--- config.mk ---
export PLATFORM = sky130hd
export DESIGN_NAME = sld_signed_load
export DESIGN_NICKNAME = d
export VERILOG_FILES = /design/src/rtl/sld_pkg.sv /design/src/rtl/sld_signed_load.sv
export VERILOG_INCLUDE_DIRS = /design/src /design/src/rtl
export SDC_FILE = /design/constraint.sdc
export NUM_CORES = 1
export LEC_CHECK = 0
export BUFFER_PORTS_ARGS = -buffer_cell sky130_fd_sc_hd__buf_2
export CAP_MARGIN = 5
export CELL_PAD_IN_SITES_DETAIL_PLACEMENT = 1
export CELL_PAD_IN_SITES_GLOBAL_PLACEMENT = 1
export CORE_ASPECT_RATIO = 1.25
export CORE_UTILIZATION = 39
export DETAILED_ROUTE_END_ITERATION = 8
export GPL_TIMING_DRIVEN = 0
export PLACE_DENSITY_LB_ADDON = 0.3
export SYNTH_ARGS = -nofsm -noshare
export SYNTH_HDL_FRONTEND = slang
export SYNTH_SLANG_ARGS = --single-unit
--- constraint.sdc ---
create_clock -name i_clk -period 6.6 [get_ports i_clk]
set_input_delay 0.33 -clock i_clk [delete_from_list [all_inputs] [get_ports i_clk]]
set_output_delay 0.33 -clock i_clk [all_outputs]
set_load 0.05 [all_outputs]
--- src/rtl/sld_consts.svh ---
// Constants for the signed load decoder: encodings, field positions, widths
`ifndef SLD_CONSTS_SVH
`define SLD_CONSTS_SVH

// Narrow register-offset form
`define SLD_NARROW_OP_HI 15
`define SLD_NARROW_OP_LO 9
`define SLD_NARROW_OP 7'h2B
`define SLD_NARROW_OFF_HI 8
`define SLD_NARROW_OFF_LO 6
`define SLD_NARROW_BASE_HI 5
`define SLD_NARROW_BASE_LO 3
`define SLD_NARROW_DEST_HI 2
`define SLD_NARROW_DEST_LO 0

// Wide forms: upper halfword fields
`define SLD_WIDE_OP_HI 31
`define SLD_WIDE_OP_LO 24
`define SLD_WIDE_OP 8'hF9
`define SLD_WIDE_UBIT 23
`define SLD_WIDE_ZERO 22
`define SLD_WIDE_HALF 21
`define SLD_WIDE_LOAD 20
`define SLD_WIDE_BASE_HI 19
`define SLD_WIDE_BASE_LO 16

// Wide forms: lower halfword fields
`define SLD_WIDE_DEST_HI 15
`define SLD_WIDE_DEST_LO 12
`define SLD_WIDE_WOFF_HI 11
`define SLD_WIDE_NARROW_SEL 11
`define SLD_WIDE_PBIT 10
`define SLD_WIDE_UBIT8 9
`define SLD_WIDE_WBIT 8
`define SLD_WIDE_NOFF_HI 7
`define SLD_WIDE_REGZ_HI 11
`define SLD_WIDE_REGZ_LO 6
`define SLD_WIDE_SHIFT_HI 5
`define SLD_WIDE_SHIFT_LO 4
`define SLD_WIDE_OFF_HI 3
`define SLD_WIDE_OFF_LO 0

// Special register numbers, PC alignment mask and no-shift code
`define SLD_REG_PC 4'hF
`define SLD_REG_SP 4'hD
`define SLD_PC_ALIGN_MASK 32'hFFFFFFFC
`define SLD_SHIFT_NONE 2'h0

`endif

--- src/rtl/sld_pkg.sv ---
// Types shared by the signed load decoder
`default_nettype none
package sld_pkg;

   typedef enum logic [3:0] {
      SLD_IDLE = 4'h1,
      SLD_ADDR = 4'h2,
      SLD_MEM  = 4'h4,
      SLD_WAIT = 4'h8
   } sld_state_e;

   typedef enum logic [4:0] {
      SLD_K_LOAD    = 5'h01,
      SLD_K_PRELOAD = 5'h02,
      SLD_K_HINT    = 5'h04,
      SLD_K_UNDEF   = 5'h08,
      SLD_K_OTHER   = 5'h10
   } sld_kind_e;

   typedef struct packed {
      sld_kind_e kind;
      logic half;
      logic pc_rel;
      logic reg_form;
      logic index;
      logic add;
      logic wback;
      logic unpriv;
      logic unpred;
      logic [3:0] dest;
      logic [3:0] base;
      logic [3:0] offr;
      logic [1:0] shift;
      logic [11:0] imm;
   } sld_dec_s;

endpackage
`default_nettype wire

--- src/rtl/sld_signed_load.sv ---
// Signed byte/halfword load decode, address generation and writeback
// Overview of operation
// - Literal byte: aligned PC plus/minus offset, sign-extend
// - Literal byte: dest 15 preloads, dest 13 unpredictable
// - Register offset: base plus shifted offset, no writeback
// - Narrow register form decoded with zero shift
// - Wide register form: shift field, redirects, unpredictables
// - User byte load: base plus offset, unprivileged access
// - User load: dest 13/15 unpredictable, base 15 literal
// - Narrow immediate: P and W zero is undefined
// - Narrow immediate: P U W 110 is user form
// - P index, U add, W writeback; hazards unpredictable
// - Dest 15 with post, add or writeback unpredictable
// - Halfword immediate: sign-extend, optional base writeback
// - Offsets 0-4095 wide form, 0-255 narrow form
// - Subtract zero kept distinct from add zero
// - Literal halfword load from PC plus offset
// - Halfword: dest 15 is hint, base 15 literal
// - Memory hints act as no-operation
`timescale 1ns/1ps
`default_nettype none
`include "sld_consts.svh"

module sld_signed_load
   import sld_pkg::*;
(
   input wire logic i_clk,                 // Core clock
   input wire logic i_rst_b,               // Async reset, active low
   input wire logic i_instr_valid,         // Instruction offered
   input wire logic [31:0] i_instr,        // Encoding; narrow one in [15:0]
   input wire logic i_instr_wide,          // 1: 32-bit encoding
   input wire logic [31:0] i_pc,           // PC value seen by the instruction
   input wire logic [31:0] i_base_data,    // Value of o_base_sel register
   input wire logic [31:0] i_offset_data,  // Value of o_offset_sel register
   input wire logic i_mem_ready,           // Memory accepts request
   input wire logic i_mem_rvalid,          // Read data valid
   input wire logic [31:0] i_mem_rdata,    // Read data, low-aligned
   output logic o_instr_ready,             // Idle, can take instruction
   output logic [3:0] o_base_sel,          // Base register read select
   output logic [3:0] o_offset_sel,        // Offset register read select
   output logic o_mem_req,                 // Memory read request
   output logic [31:0] o_mem_addr,         // Memory byte address
   output logic o_mem_half,                // 1: halfword, 0: byte
   output logic o_mem_unpriv,              // Access with user permissions
   output logic o_dest_we,                 // Destination write pulse
   output logic [3:0] o_dest_sel,          // Destination register
   output logic [31:0] o_dest_data,        // Sign-extended load result
   output logic o_base_we,                 // Base writeback pulse
   output logic [31:0] o_base_wdata,       // Updated base value
   output logic o_preload,                 // Preload hint dispatch pulse
   output logic [31:0] o_preload_addr,     // Preload hint address
   output logic o_hint_nop,                // Memory hint retired as no-op
   output logic o_undefined,               // Undefined instruction pulse
   output logic o_unpredictable,           // Unpredictable encoding pulse
   output logic o_unclaimed,               // Not a signed load encoding
   output logic o_done                     // Instruction retired pulse
);

   ////////////////////////////////////////////////////////////////////////////
   // Helpers

   // 13 and 15 are both barred in some register slots
   function automatic logic sld_sp_or_pc(input logic [3:0] r);
      return (r == `SLD_REG_SP) || (r == `SLD_REG_PC);
   endfunction

   // Widen a low-aligned byte or halfword by copying its top bit
   function automatic logic [31:0] sld_sext(input logic [31:0] raw,
                                            input logic half);
      logic [31:0] v;
      if (half) begin
         v = {{16{raw[15]}}, raw[15:0]};
      end else begin
         v = {{24{raw[7]}}, raw[7:0]};
      end
      return v;
   endfunction

   ////////////////////////////////////////////////////////////////////////////
   // Decode

   function automatic sld_dec_s sld_decode(input logic [31:0] ins,
                                           input logic wide);
      sld_dec_s d;
      logic [3:0] t;
      logic [3:0] n;
      logic p;
      logic u;
      logic w;
      d = '0;
      d.kind = SLD_K_OTHER;
      d.index = 1'b1;
      d.add = 1'b1;
      t = ins[`SLD_WIDE_DEST_HI:`SLD_WIDE_DEST_LO];
      n = ins[`SLD_WIDE_BASE_HI:`SLD_WIDE_BASE_LO];
      p = ins[`SLD_WIDE_PBIT];
      u = ins[`SLD_WIDE_UBIT8];
      w = ins[`SLD_WIDE_WBIT];
      if (!wide) begin
         if (ins[`SLD_NARROW_OP_HI:`SLD_NARROW_OP_LO] == `SLD_NARROW_OP) begin
            d.kind = SLD_K_LOAD;
            d.reg_form = 1'b1;
            d.shift = `SLD_SHIFT_NONE;
            d.offr = {1'b0, ins[`SLD_NARROW_OFF_HI:`SLD_NARROW_OFF_LO]};
            d.base = {1'b0, ins[`SLD_NARROW_BASE_HI:`SLD_NARROW_BASE_LO]};
            d.dest = {1'b0, ins[`SLD_NARROW_DEST_HI:`SLD_NARROW_DEST_LO]};
         end
      end else if (ins[`SLD_WIDE_OP_HI:`SLD_WIDE_OP_LO] == `SLD_WIDE_OP &&
                   !ins[`SLD_WIDE_ZERO] && ins[`SLD_WIDE_LOAD]) begin
         d.kind = SLD_K_LOAD;
         d.half = ins[`SLD_WIDE_HALF];
         d.dest = t;
         d.base = n;
         if (n == `SLD_REG_PC) begin
            // Literal form wins over every other layout
            d.pc_rel = 1'b1;
            d.add = ins[`SLD_WIDE_UBIT];
            d.imm = ins[`SLD_WIDE_WOFF_HI:0];
            d.unpred = (t == `SLD_REG_SP);
         end else if (ins[`SLD_WIDE_UBIT]) begin
            d.imm = ins[`SLD_WIDE_WOFF_HI:0];
            d.unpred = (t == `SLD_REG_SP);
         end else if (ins[`SLD_WIDE_NARROW_SEL]) begin
            d.imm = {4'h0, ins[`SLD_WIDE_NOFF_HI:0]};
            // Subtract, no writeback, dest 15: a hint slot, not a load
            if (t == `SLD_REG_PC && p && !u && !w) begin
               d.kind = d.half ? SLD_K_HINT : SLD_K_PRELOAD;
            end else if (p && u && !w) begin
               // User form keeps dest 15 as an unpredictable load
               d.unpriv = 1'b1;
               d.unpred = sld_sp_or_pc(t);
            end else if (!p && !w) begin
               d.kind = SLD_K_UNDEF;
            end else begin
               d.index = p;
               d.add = u;
               d.wback = w;
               d.unpred = (t == `SLD_REG_SP) || (w && n == t);
               if (t == `SLD_REG_PC && (!p || u || w)) begin
                  d.unpred = 1'b1;
               end
            end
         end else if (ins[`SLD_WIDE_REGZ_HI:`SLD_WIDE_REGZ_LO] == 6'h00) begin
            d.reg_form = 1'b1;
            d.shift = ins[`SLD_WIDE_SHIFT_HI:`SLD_WIDE_SHIFT_LO];
            d.offr = ins[`SLD_WIDE_OFF_HI:`SLD_WIDE_OFF_LO];
            d.unpred = (t == `SLD_REG_SP) || sld_sp_or_pc(d.offr);
         end else begin
            d.kind = SLD_K_OTHER;
         end
         // Dest 15 on a load turns into a hint, except for user form, post-index, writeback or narrow add
         if (d.kind == SLD_K_LOAD && t == `SLD_REG_PC && !d.unpriv &&
             !(d.wback || !d.index || (d.add && !d.pc_rel && !d.reg_form &&
               ins[`SLD_WIDE_NARROW_SEL] && !ins[`SLD_WIDE_UBIT]))) begin
            d.kind = d.half ? SLD_K_HINT : SLD_K_PRELOAD;
            d.unpred = 1'b0;
         end
      end
      return d;
   endfunction

   ////////////////////////////////////////////////////////////////////////////
   // Sequencing and datapath

   sld_state_e state_reg, state_next;
   sld_dec_s dec_reg, dec_next;
   logic [31:0] addr_reg, addr_next;
   logic [31:0] wb_addr_reg, wb_addr_next;
   logic dest_we_next, base_we_next, preload_next, hint_next;
   logic undef_next, unpred_next, unclaimed_next, done_next;
   logic [31:0] dest_data_next, preload_addr_next;
   logic [31:0] base_val;
   logic [31:0] offset_val;
   logic [31:0] offset_addr;
   logic [31:0] rd;

   always_comb begin
      // Literal loads take the word-aligned PC as their base
      base_val = dec_reg.pc_rel ? (i_pc & `SLD_PC_ALIGN_MASK) : i_base_data;
      offset_val = dec_reg.reg_form ? (i_offset_data << dec_reg.shift)
                                    : {20'h00000, dec_reg.imm};
      offset_addr = dec_reg.add ? (base_val + offset_val)
                                : (base_val - offset_val);
   end

   ////////////////////////////////////////////////////////////////////////////
   // Next state and retire pulses

   always_comb begin
      rd = i_mem_rdata;
      state_next = state_reg;
      dec_next = dec_reg;
      addr_next = addr_reg;
      wb_addr_next = wb_addr_reg;
      dest_we_next = 1'b0;
      base_we_next = 1'b0;
      preload_next = 1'b0;
      hint_next = 1'b0;
      undef_next = 1'b0;
      unpred_next = 1'b0;
      unclaimed_next = 1'b0;
      done_next = 1'b0;
      dest_data_next = o_dest_data;
      preload_addr_next = o_preload_addr;
      case (state_reg)
         SLD_IDLE: begin
            // Decode is latched once so selects stay steady until the next take
            if (i_instr_valid) begin
               dec_next = sld_decode(i_instr, i_instr_wide);
               state_next = SLD_ADDR;
            end
         end
         SLD_ADDR: begin
            // Operand reads settle here; the address is registered for the request
            addr_next = dec_reg.index ? offset_addr : base_val;
            wb_addr_next = offset_addr;
            unpred_next = dec_reg.unpred;
            state_next = SLD_IDLE;
            done_next = 1'b1;
            case (dec_reg.kind)
               SLD_K_LOAD: begin
                  state_next = SLD_MEM;
                  done_next = 1'b0;
               end
               SLD_K_PRELOAD: begin
                  preload_next = 1'b1;
                  preload_addr_next = dec_reg.index ? offset_addr : base_val;
               end
               SLD_K_HINT: hint_next = 1'b1;
               SLD_K_UNDEF: undef_next = 1'b1;
               default: unclaimed_next = 1'b1;
            endcase
         end
         SLD_MEM: begin
            // Address and size stay registered while the request waits
            if (i_mem_ready) begin
               state_next = SLD_WAIT;
            end
         end
         SLD_WAIT: begin
            // Read data seen outside this state is ignored
            if (i_mem_rvalid) begin
               dest_we_next = 1'b1;
               dest_data_next = sld_sext(rd, dec_reg.half);
               base_we_next = dec_reg.wback;
               done_next = 1'b1;
               state_next = SLD_IDLE;
            end
         end
         default: state_next = SLD_IDLE;
      endcase
   end

   // Data outputs are registered so they hold between instructions
   always_ff @(posedge i_clk or negedge i_rst_b) begin
      if (!i_rst_b) begin
         state_reg <= SLD_IDLE;
         dec_reg <= '0;
         addr_reg <= 32'h00000000;
         wb_addr_reg <= 32'h00000000;
         o_dest_we <= 1'b0;
         o_dest_data <= 32'h00000000;
         o_base_we <= 1'b0;
         o_preload <= 1'b0;
         o_preload_addr <= 32'h00000000;
         o_hint_nop <= 1'b0;
         o_undefined <= 1'b0;
         o_unpredictable <= 1'b0;
         o_unclaimed <= 1'b0;
         o_done <= 1'b0;
      end else begin
         state_reg <= state_next;
         dec_reg <= dec_next;
         addr_reg <= addr_next;
         wb_addr_reg <= wb_addr_next;
         o_dest_we <= dest_we_next;
         o_dest_data <= dest_data_next;
         o_base_we <= base_we_next;
         o_preload <= preload_next;
         o_preload_addr <= preload_addr_next;
         o_hint_nop <= hint_next;
         o_undefined <= undef_next;
         o_unpredictable <= unpred_next;
         o_unclaimed <= unclaimed_next;
         o_done <= done_next;
      end
   end

   ////////////////////////////////////////////////////////////////////////////
   // Outputs

   assign o_instr_ready = (state_reg == SLD_IDLE);
   assign o_base_sel = dec_reg.base;
   assign o_offset_sel = dec_reg.offr;
   // Straight from state, so the request cannot drop before ready
   assign o_mem_req = (state_reg == SLD_MEM);
   assign o_mem_addr = addr_reg;
   assign o_mem_half = dec_reg.half;
   assign o_mem_unpriv = dec_reg.unpriv;
   assign o_dest_sel = dec_reg.dest;
   assign o_base_wdata = wb_addr_reg;

endmodule

`default_nettype wire

# ---- Yosys cells after proc, flatten, opt, wreduce, memory -nomap -nowiden
# Cells that the tools add are included.
dict set report totals {
  regBits 179
  inputBits 166
  out_inout_bits 152
  wordCells 182
}
dict set report classes {
  addsub 2
  eq_ne 20
  shift 1
  mux 91
  n_reduce_logical 41
}
# operator n
set ops {}
lappend ops {{32-bit 2-to-1 mux} 5}
lappend ops {{5-bit 2-to-1 mux} 14}
lappend ops {{39-bit 2-to-1 mux} 1}
lappend ops {{1-bit 2-to-1 mux} 37}
lappend ops {{12-bit 2-to-1 mux} 3}
lappend ops {{32-bit adder} 1}
lappend ops {{32-bit by 2-bit << shifter with 32-bit output} 1}
lappend ops {{32-bit subtractor} 1}
lappend ops {{4-bit 2-to-1 mux} 7}
lappend ops {{4-bit == test (second input constant)} 6}
lappend ops {{6-bit 2-to-1 mux} 4}
lappend ops {{2-bit 2-to-1 mux} 11}
lappend ops {{1-bit logical AND} 17}
lappend ops {{4-bit case mux with 4 select lines} 1}
lappend ops {{14-bit 2-to-1 mux} 1}
lappend ops {{13-bit 2-to-1 mux} 1}
lappend ops {{3-bit 2-to-1 mux} 4}
lappend ops {{5-bit by 1-bit == test with 1-bit output (second input constant)} 2}
lappend ops {{1-bit logical NOT} 10}
lappend ops {{8-bit == test (second input constant)} 1}
lappend ops {{1-bit logical OR} 8}
lappend ops {{8-bit 2-to-1 mux} 1}
lappend ops {{7-bit by 6-bit == test with 1-bit output (second input constant)} 1}
lappend ops {{6-bit logical NOT} 1}
lappend ops {{other kinds (12)} 16}

# ---- Depth between registers and ports, before layout
dict set report depth {
  ltp_word 25
  ltp_mapped 22
  mapped_depth_nobuf 19
}

# ---- Worst setup path after synthesis
# Ideal clock, no wire load.
dict set report synth_path {
  kind {input -> register}
  start {input i_offset_data[1]}
  end {register o_preload_addr[30]}
  setup_ns 0.067
  arrival_time_ns 4.599
  required_ns 6.533
  slack_ns 1.935
  stages 19
  path_buffers 2
  path_cell_list {clkbuf_2 -> mux4_2 -> clkinv_1 -> o2111ai_2 -> a221oi_4 -> and2_1 -> clkbuf_1 -> a21oi_1 -> xnor2_1 -> ha_1 -> and4_1 -> and2b_1 -> or3b_1 -> o221ai_2 -> a21oi_1 -> o311a_1 -> nor3_4 -> mux2_2 -> nand2_1}
}
dict set report synth_via {
  elab_chain_cells 5
  word_cells_on_any_way 6
  classes_between {add/sub (2); shift (1); mux (3)}
}
# element line_no
set synth_rtl {}
lappend synth_rtl {{from (decl)} sld_signed_load.sv:34} ;# input wire logic [31:0] i_offset_data,
lappend synth_rtl {{32-bit by 2-bit << shifter with 32-bit output (*)} sld_signed_load.sv:180} ;# offset_val = dec_reg.reg_form ? (i_offset_data << dec_reg.shift)
lappend synth_rtl {{32-bit 2-to-1 mux (*)} sld_signed_load.sv:180}
lappend synth_rtl {{32-bit subtractor or 32-bit adder (tied branches)} {sld_signed_load.sv:183, sld_signed_load.sv:182}}
lappend synth_rtl {{32-bit 2-to-1 mux (*)} sld_signed_load.sv:182} ;# offset_addr = dec_reg.add ? (base_val + offset_val)
lappend synth_rtl {{32-bit 2-to-1 mux (*)} sld_signed_load.sv:227} ;# preload_addr_next = dec_reg.index ? offset_addr : base_val;
lappend synth_rtl {{to (signal assigned)} sld_signed_load.sv:280} ;# o_preload_addr <= preload_addr_next;
lappend synth_rtl {{to (decl)} sld_signed_load.sv:51} ;# output logic [31:0] o_preload_addr,
# Every way passes the cells marked *; elsewhere a longest branch is shown, timed or not.
# A chain may end at the register's enable or synchronous reset.

# ---- Final worst setup path
dict set report layout_path {
  start {register dec_reg[12] (netlist name)}
  end {register o_preload_addr[30]}
}
dict set report layout_via {
  elab_chain_cells 5
  word_cells_on_any_way 6
  classes_between {add/sub (2); shift (1); mux (3)}
}
# element line_no
set layout_rtl {}
lappend layout_rtl {{from (decl)} sld_signed_load.sv:166} ;# sld_dec_s dec_reg, dec_next;
lappend layout_rtl {{from (signal assigned)} sld_signed_load.sv:273} ;# dec_reg <= dec_next;
lappend layout_rtl {{32-bit by 2-bit << shifter with 32-bit output (*)} sld_signed_load.sv:180}
lappend layout_rtl {{32-bit 2-to-1 mux (*)} sld_signed_load.sv:180}
lappend layout_rtl {{32-bit subtractor or 32-bit adder (tied branches)} {sld_signed_load.sv:183, sld_signed_load.sv:182}}
lappend layout_rtl {{32-bit 2-to-1 mux (*)} sld_signed_load.sv:182}
lappend layout_rtl {{32-bit 2-to-1 mux (*)} sld_signed_load.sv:227}
# Marks and branches as above.

==> reports/qor.csv <==
metric;value;unit
status;complete, no violations;
dpl.hpwl;33.2;mm
clock_latency;0.44;ns
r2r-end;o_preload_addr[30];
tightest_slew;1.29;ns
grt_pass1_vias;11500;
clockBufferDepth;2;
synth_top_area_share;36.1;%
clockRootBuffer;clkbuf_16;
syn_area_per_cell;8.41;um2
synth_area;11200;um2
cpPeakStageDelay;0.43;ns
drt-initial-drc-count;646;
setup_violations;0;
ys_types;84;
hold_viol_final;0;
final.setup.tns;0;ns
start_util;39.6;%
slew_viol_final;0;
ys_async_sr_fraction;100;%
htreeDepth;4;
ys_seq_elements;163;
grt_first_pass_wirelength;64.1;mm
fmax;0.173;GHz
nets;1854;
arrival;6.14;ns
ff2ff_setup_slack;0.83;ns
grt_usage;28.1;%
wl_per_cell;20.5;um
r2r_cells;20;
synth_edf_count;0;
cts_tree;built;
die_h;192;um
core;28300;um2
synth_nets;1538;
timing.final.crit_share;87.4;%
cts.sinks;163;
critPathSlowestCell;clkbuf_1;
layout_common_cells;298 x buf_2, 257 x nand2_1, 162 x dfrtp_1;
hold_path.class;input pin to register;
path_cells;buf_6 -> clkbuf_1 -> mux2i_1 -> a2bb2oi_1 -> o211ai_1 -> a211oi_2 -> and2_1 -> clkbuf_1 -> a21oi_1 -> xnor2_1 -> ha_1 -> and4_1 -> and2b_1 -> or3b_1 -> o221ai_2 -> a21oi_1 -> o311a_1 -> nor3_4 -> mux2_2 -> nand2_1;
synth_top_flop_cell;dfrtp_1;
first_pass_iters;5;
viasPerCell;5.61;
finalPower;4.20;mW
wl;41.4;mm
p_leak;6.78;nW
antenna_found_initial;0;
cp_max_fo;10;
slew_headroom;13.9;%
maxCapViolCount;0;
startpoint;dec_reg[12];
ir_drop;180;uV
overflow;0;
finalInstanceArea;13800;um2
fin_skew;0.0119;ns
seq_area_frac_synth;36.4;%
placed_area;13200;um2
dr_total_vias;11300;
num_antenna_cells;0;
io_buffers;295;
end_kind;register;
io_pins;318;
ant_nets;0;
gp_congestion;0.875;
cp.required;6.97;ns
die_area;29500;um2
holdBufCountCts;1;
drive_above_1_share;25.7;%
p_per_area;304;nW/um2
post_cts_buffers;0;
die_w;154;um
cp-start-kind;register;
cts_buffers;17;
clkTransAtPathRegs;0.07;ns
yosysTopAreaCell;dfrtp_1;
crit_path_end;o_preload_addr[30];
period_needed;5.77;ns
rsz0062_at_grt;false;
layout_commonest_cell;buf_2;
cts_resized;0;
syn_inst;1334;
area_growth;23.1;%
synth.yosys.warnings;0;
hold_ws;0.0846;ns
grt_max_degree;112;
r2r-start;dec_reg[12];
synthTopCellsByArea;dfrtp_1 36%, nand2_1 8.6%, o21ai_0 5.4%;
std_cell_rows;69;
route.detailed.drc;0;
crit_type;register to register;
[how the worst min path moves through the flow]
stage | from | end | slack, ns | cells after the start
after floorplan | i_rst_b | dec_reg[0] | 0.03 | 0
after global placement | dec_reg[26] | dec_reg[26] | 0.45 | 2
after detailed placement | i_rst_b | o_preload_addr[28] | 0.28 | 1
after CTS | i_mem_rdata[4] | o_dest_data[4] | 0.07 | 3
after global routing | i_mem_rdata[1] | o_dest_data[1] | 0.1 | 3
final | i_mem_rdata[4] | o_dest_data[4] | 0.08 | 3
[area by class of cell]
class                      count  area [um2]
timing repair buffer         297        1520
clock buffer                  22         464
sequential                   163        4080
multi-input combinational   1041        6520
tap                          355         444
buffer                       107         536
inverter                      23        86.3
clock inverter                10         148
fill                        3518       14500
[synthesized netlist by cell type, types with 4 or more instances]
master,number
mux2i_1,31
a211oi_1,10
a31oi_1,14
nor4_1,10
nand4_1,11
mux2_2,36
o21bai_1,7
buf_2,4
nand2b_1,15
a211o_1,6
ha_1,37
and2_1,16
xnor2_1,46
nor3_1,15
or3_1,4
a21oi_1,92
and3_1,7
nor2_1,86
o22ai_1,11
o211ai_1,10
nand3_1,21
or4_1,4
clkbuf_1,58
or2_2,6
xor2_1,18
a221oi_1,10
o21ai_0,121
nor2b_1,22
buf_1,12
a22o_1,10
nand2_1,257
dfrtp_1,162
a21boi_0,4
a21o_1,25
o21a_1,7
buf_4,30
inv_1,18
mux4_2,5
o31ai_1,8
[report_power, final]
part	internal (mW)	leakage, nW	total [mW]	switching, mW
clock network	0.619	0.288	1.04	0.417
registers	1.24	1.96	1.40	0.162
logic	0.409	4.53	1.77	1.36
total	2.26	6.78	4.20	1.94
[cell families after synthesis]
family	share of synthesized area, %
AO/OA/AOI/OAI	21.2
multiplexers	7.65
AND/OR/NAND/NOR	19.9
adder cells (fa/ha/maj)	4.30
flip-flops	36.4
buffers and inverters	5.54
XOR/XNOR	5.00
[per-stage QoR]
stage          setup slack (ns)  util (%)  instances
6_report                  0.832      48.8       2018
5_1_grt                   0.482      48.8       2018
3_3_place_gp               1.09      46.4       1984
4_1_cts                   0.933      48.8       2018
2_1_floorplan              1.93         -       1334
3_5_place_dp              0.991      46.6       1985
[per-layer routing]
layer | routed length [um] | up-vias | track usage (%)
met2 | 20900 | 320 | 50.6
met4 | 1340 | 0 | 11.3
met5 | 0 | - | 0
met3 | 1590 | 61 | 3.43
li1 | - | 5335 | -
met1 | 17500 | 5596 | 34.0
[critical path, delay by kind of cell, from the launching register on]
| family | cells | cell delay (ns) |
|---|---|---|
| AO/OA/AOI/OAI | 7 | 1.84 |
| XOR/XNOR | 1 | 0.18 |
| adder cells (fa/ha/maj) | 1 | 0.41 |
| buffers and inverters | 3 | 0.86 |
| flip-flops | 1 | 0.34 |
| multiplexers | 2 | 0.75 |
| AND/OR/NAND/NOR | 6 | 1.31 |
Power figures use the tool's default switching activity.
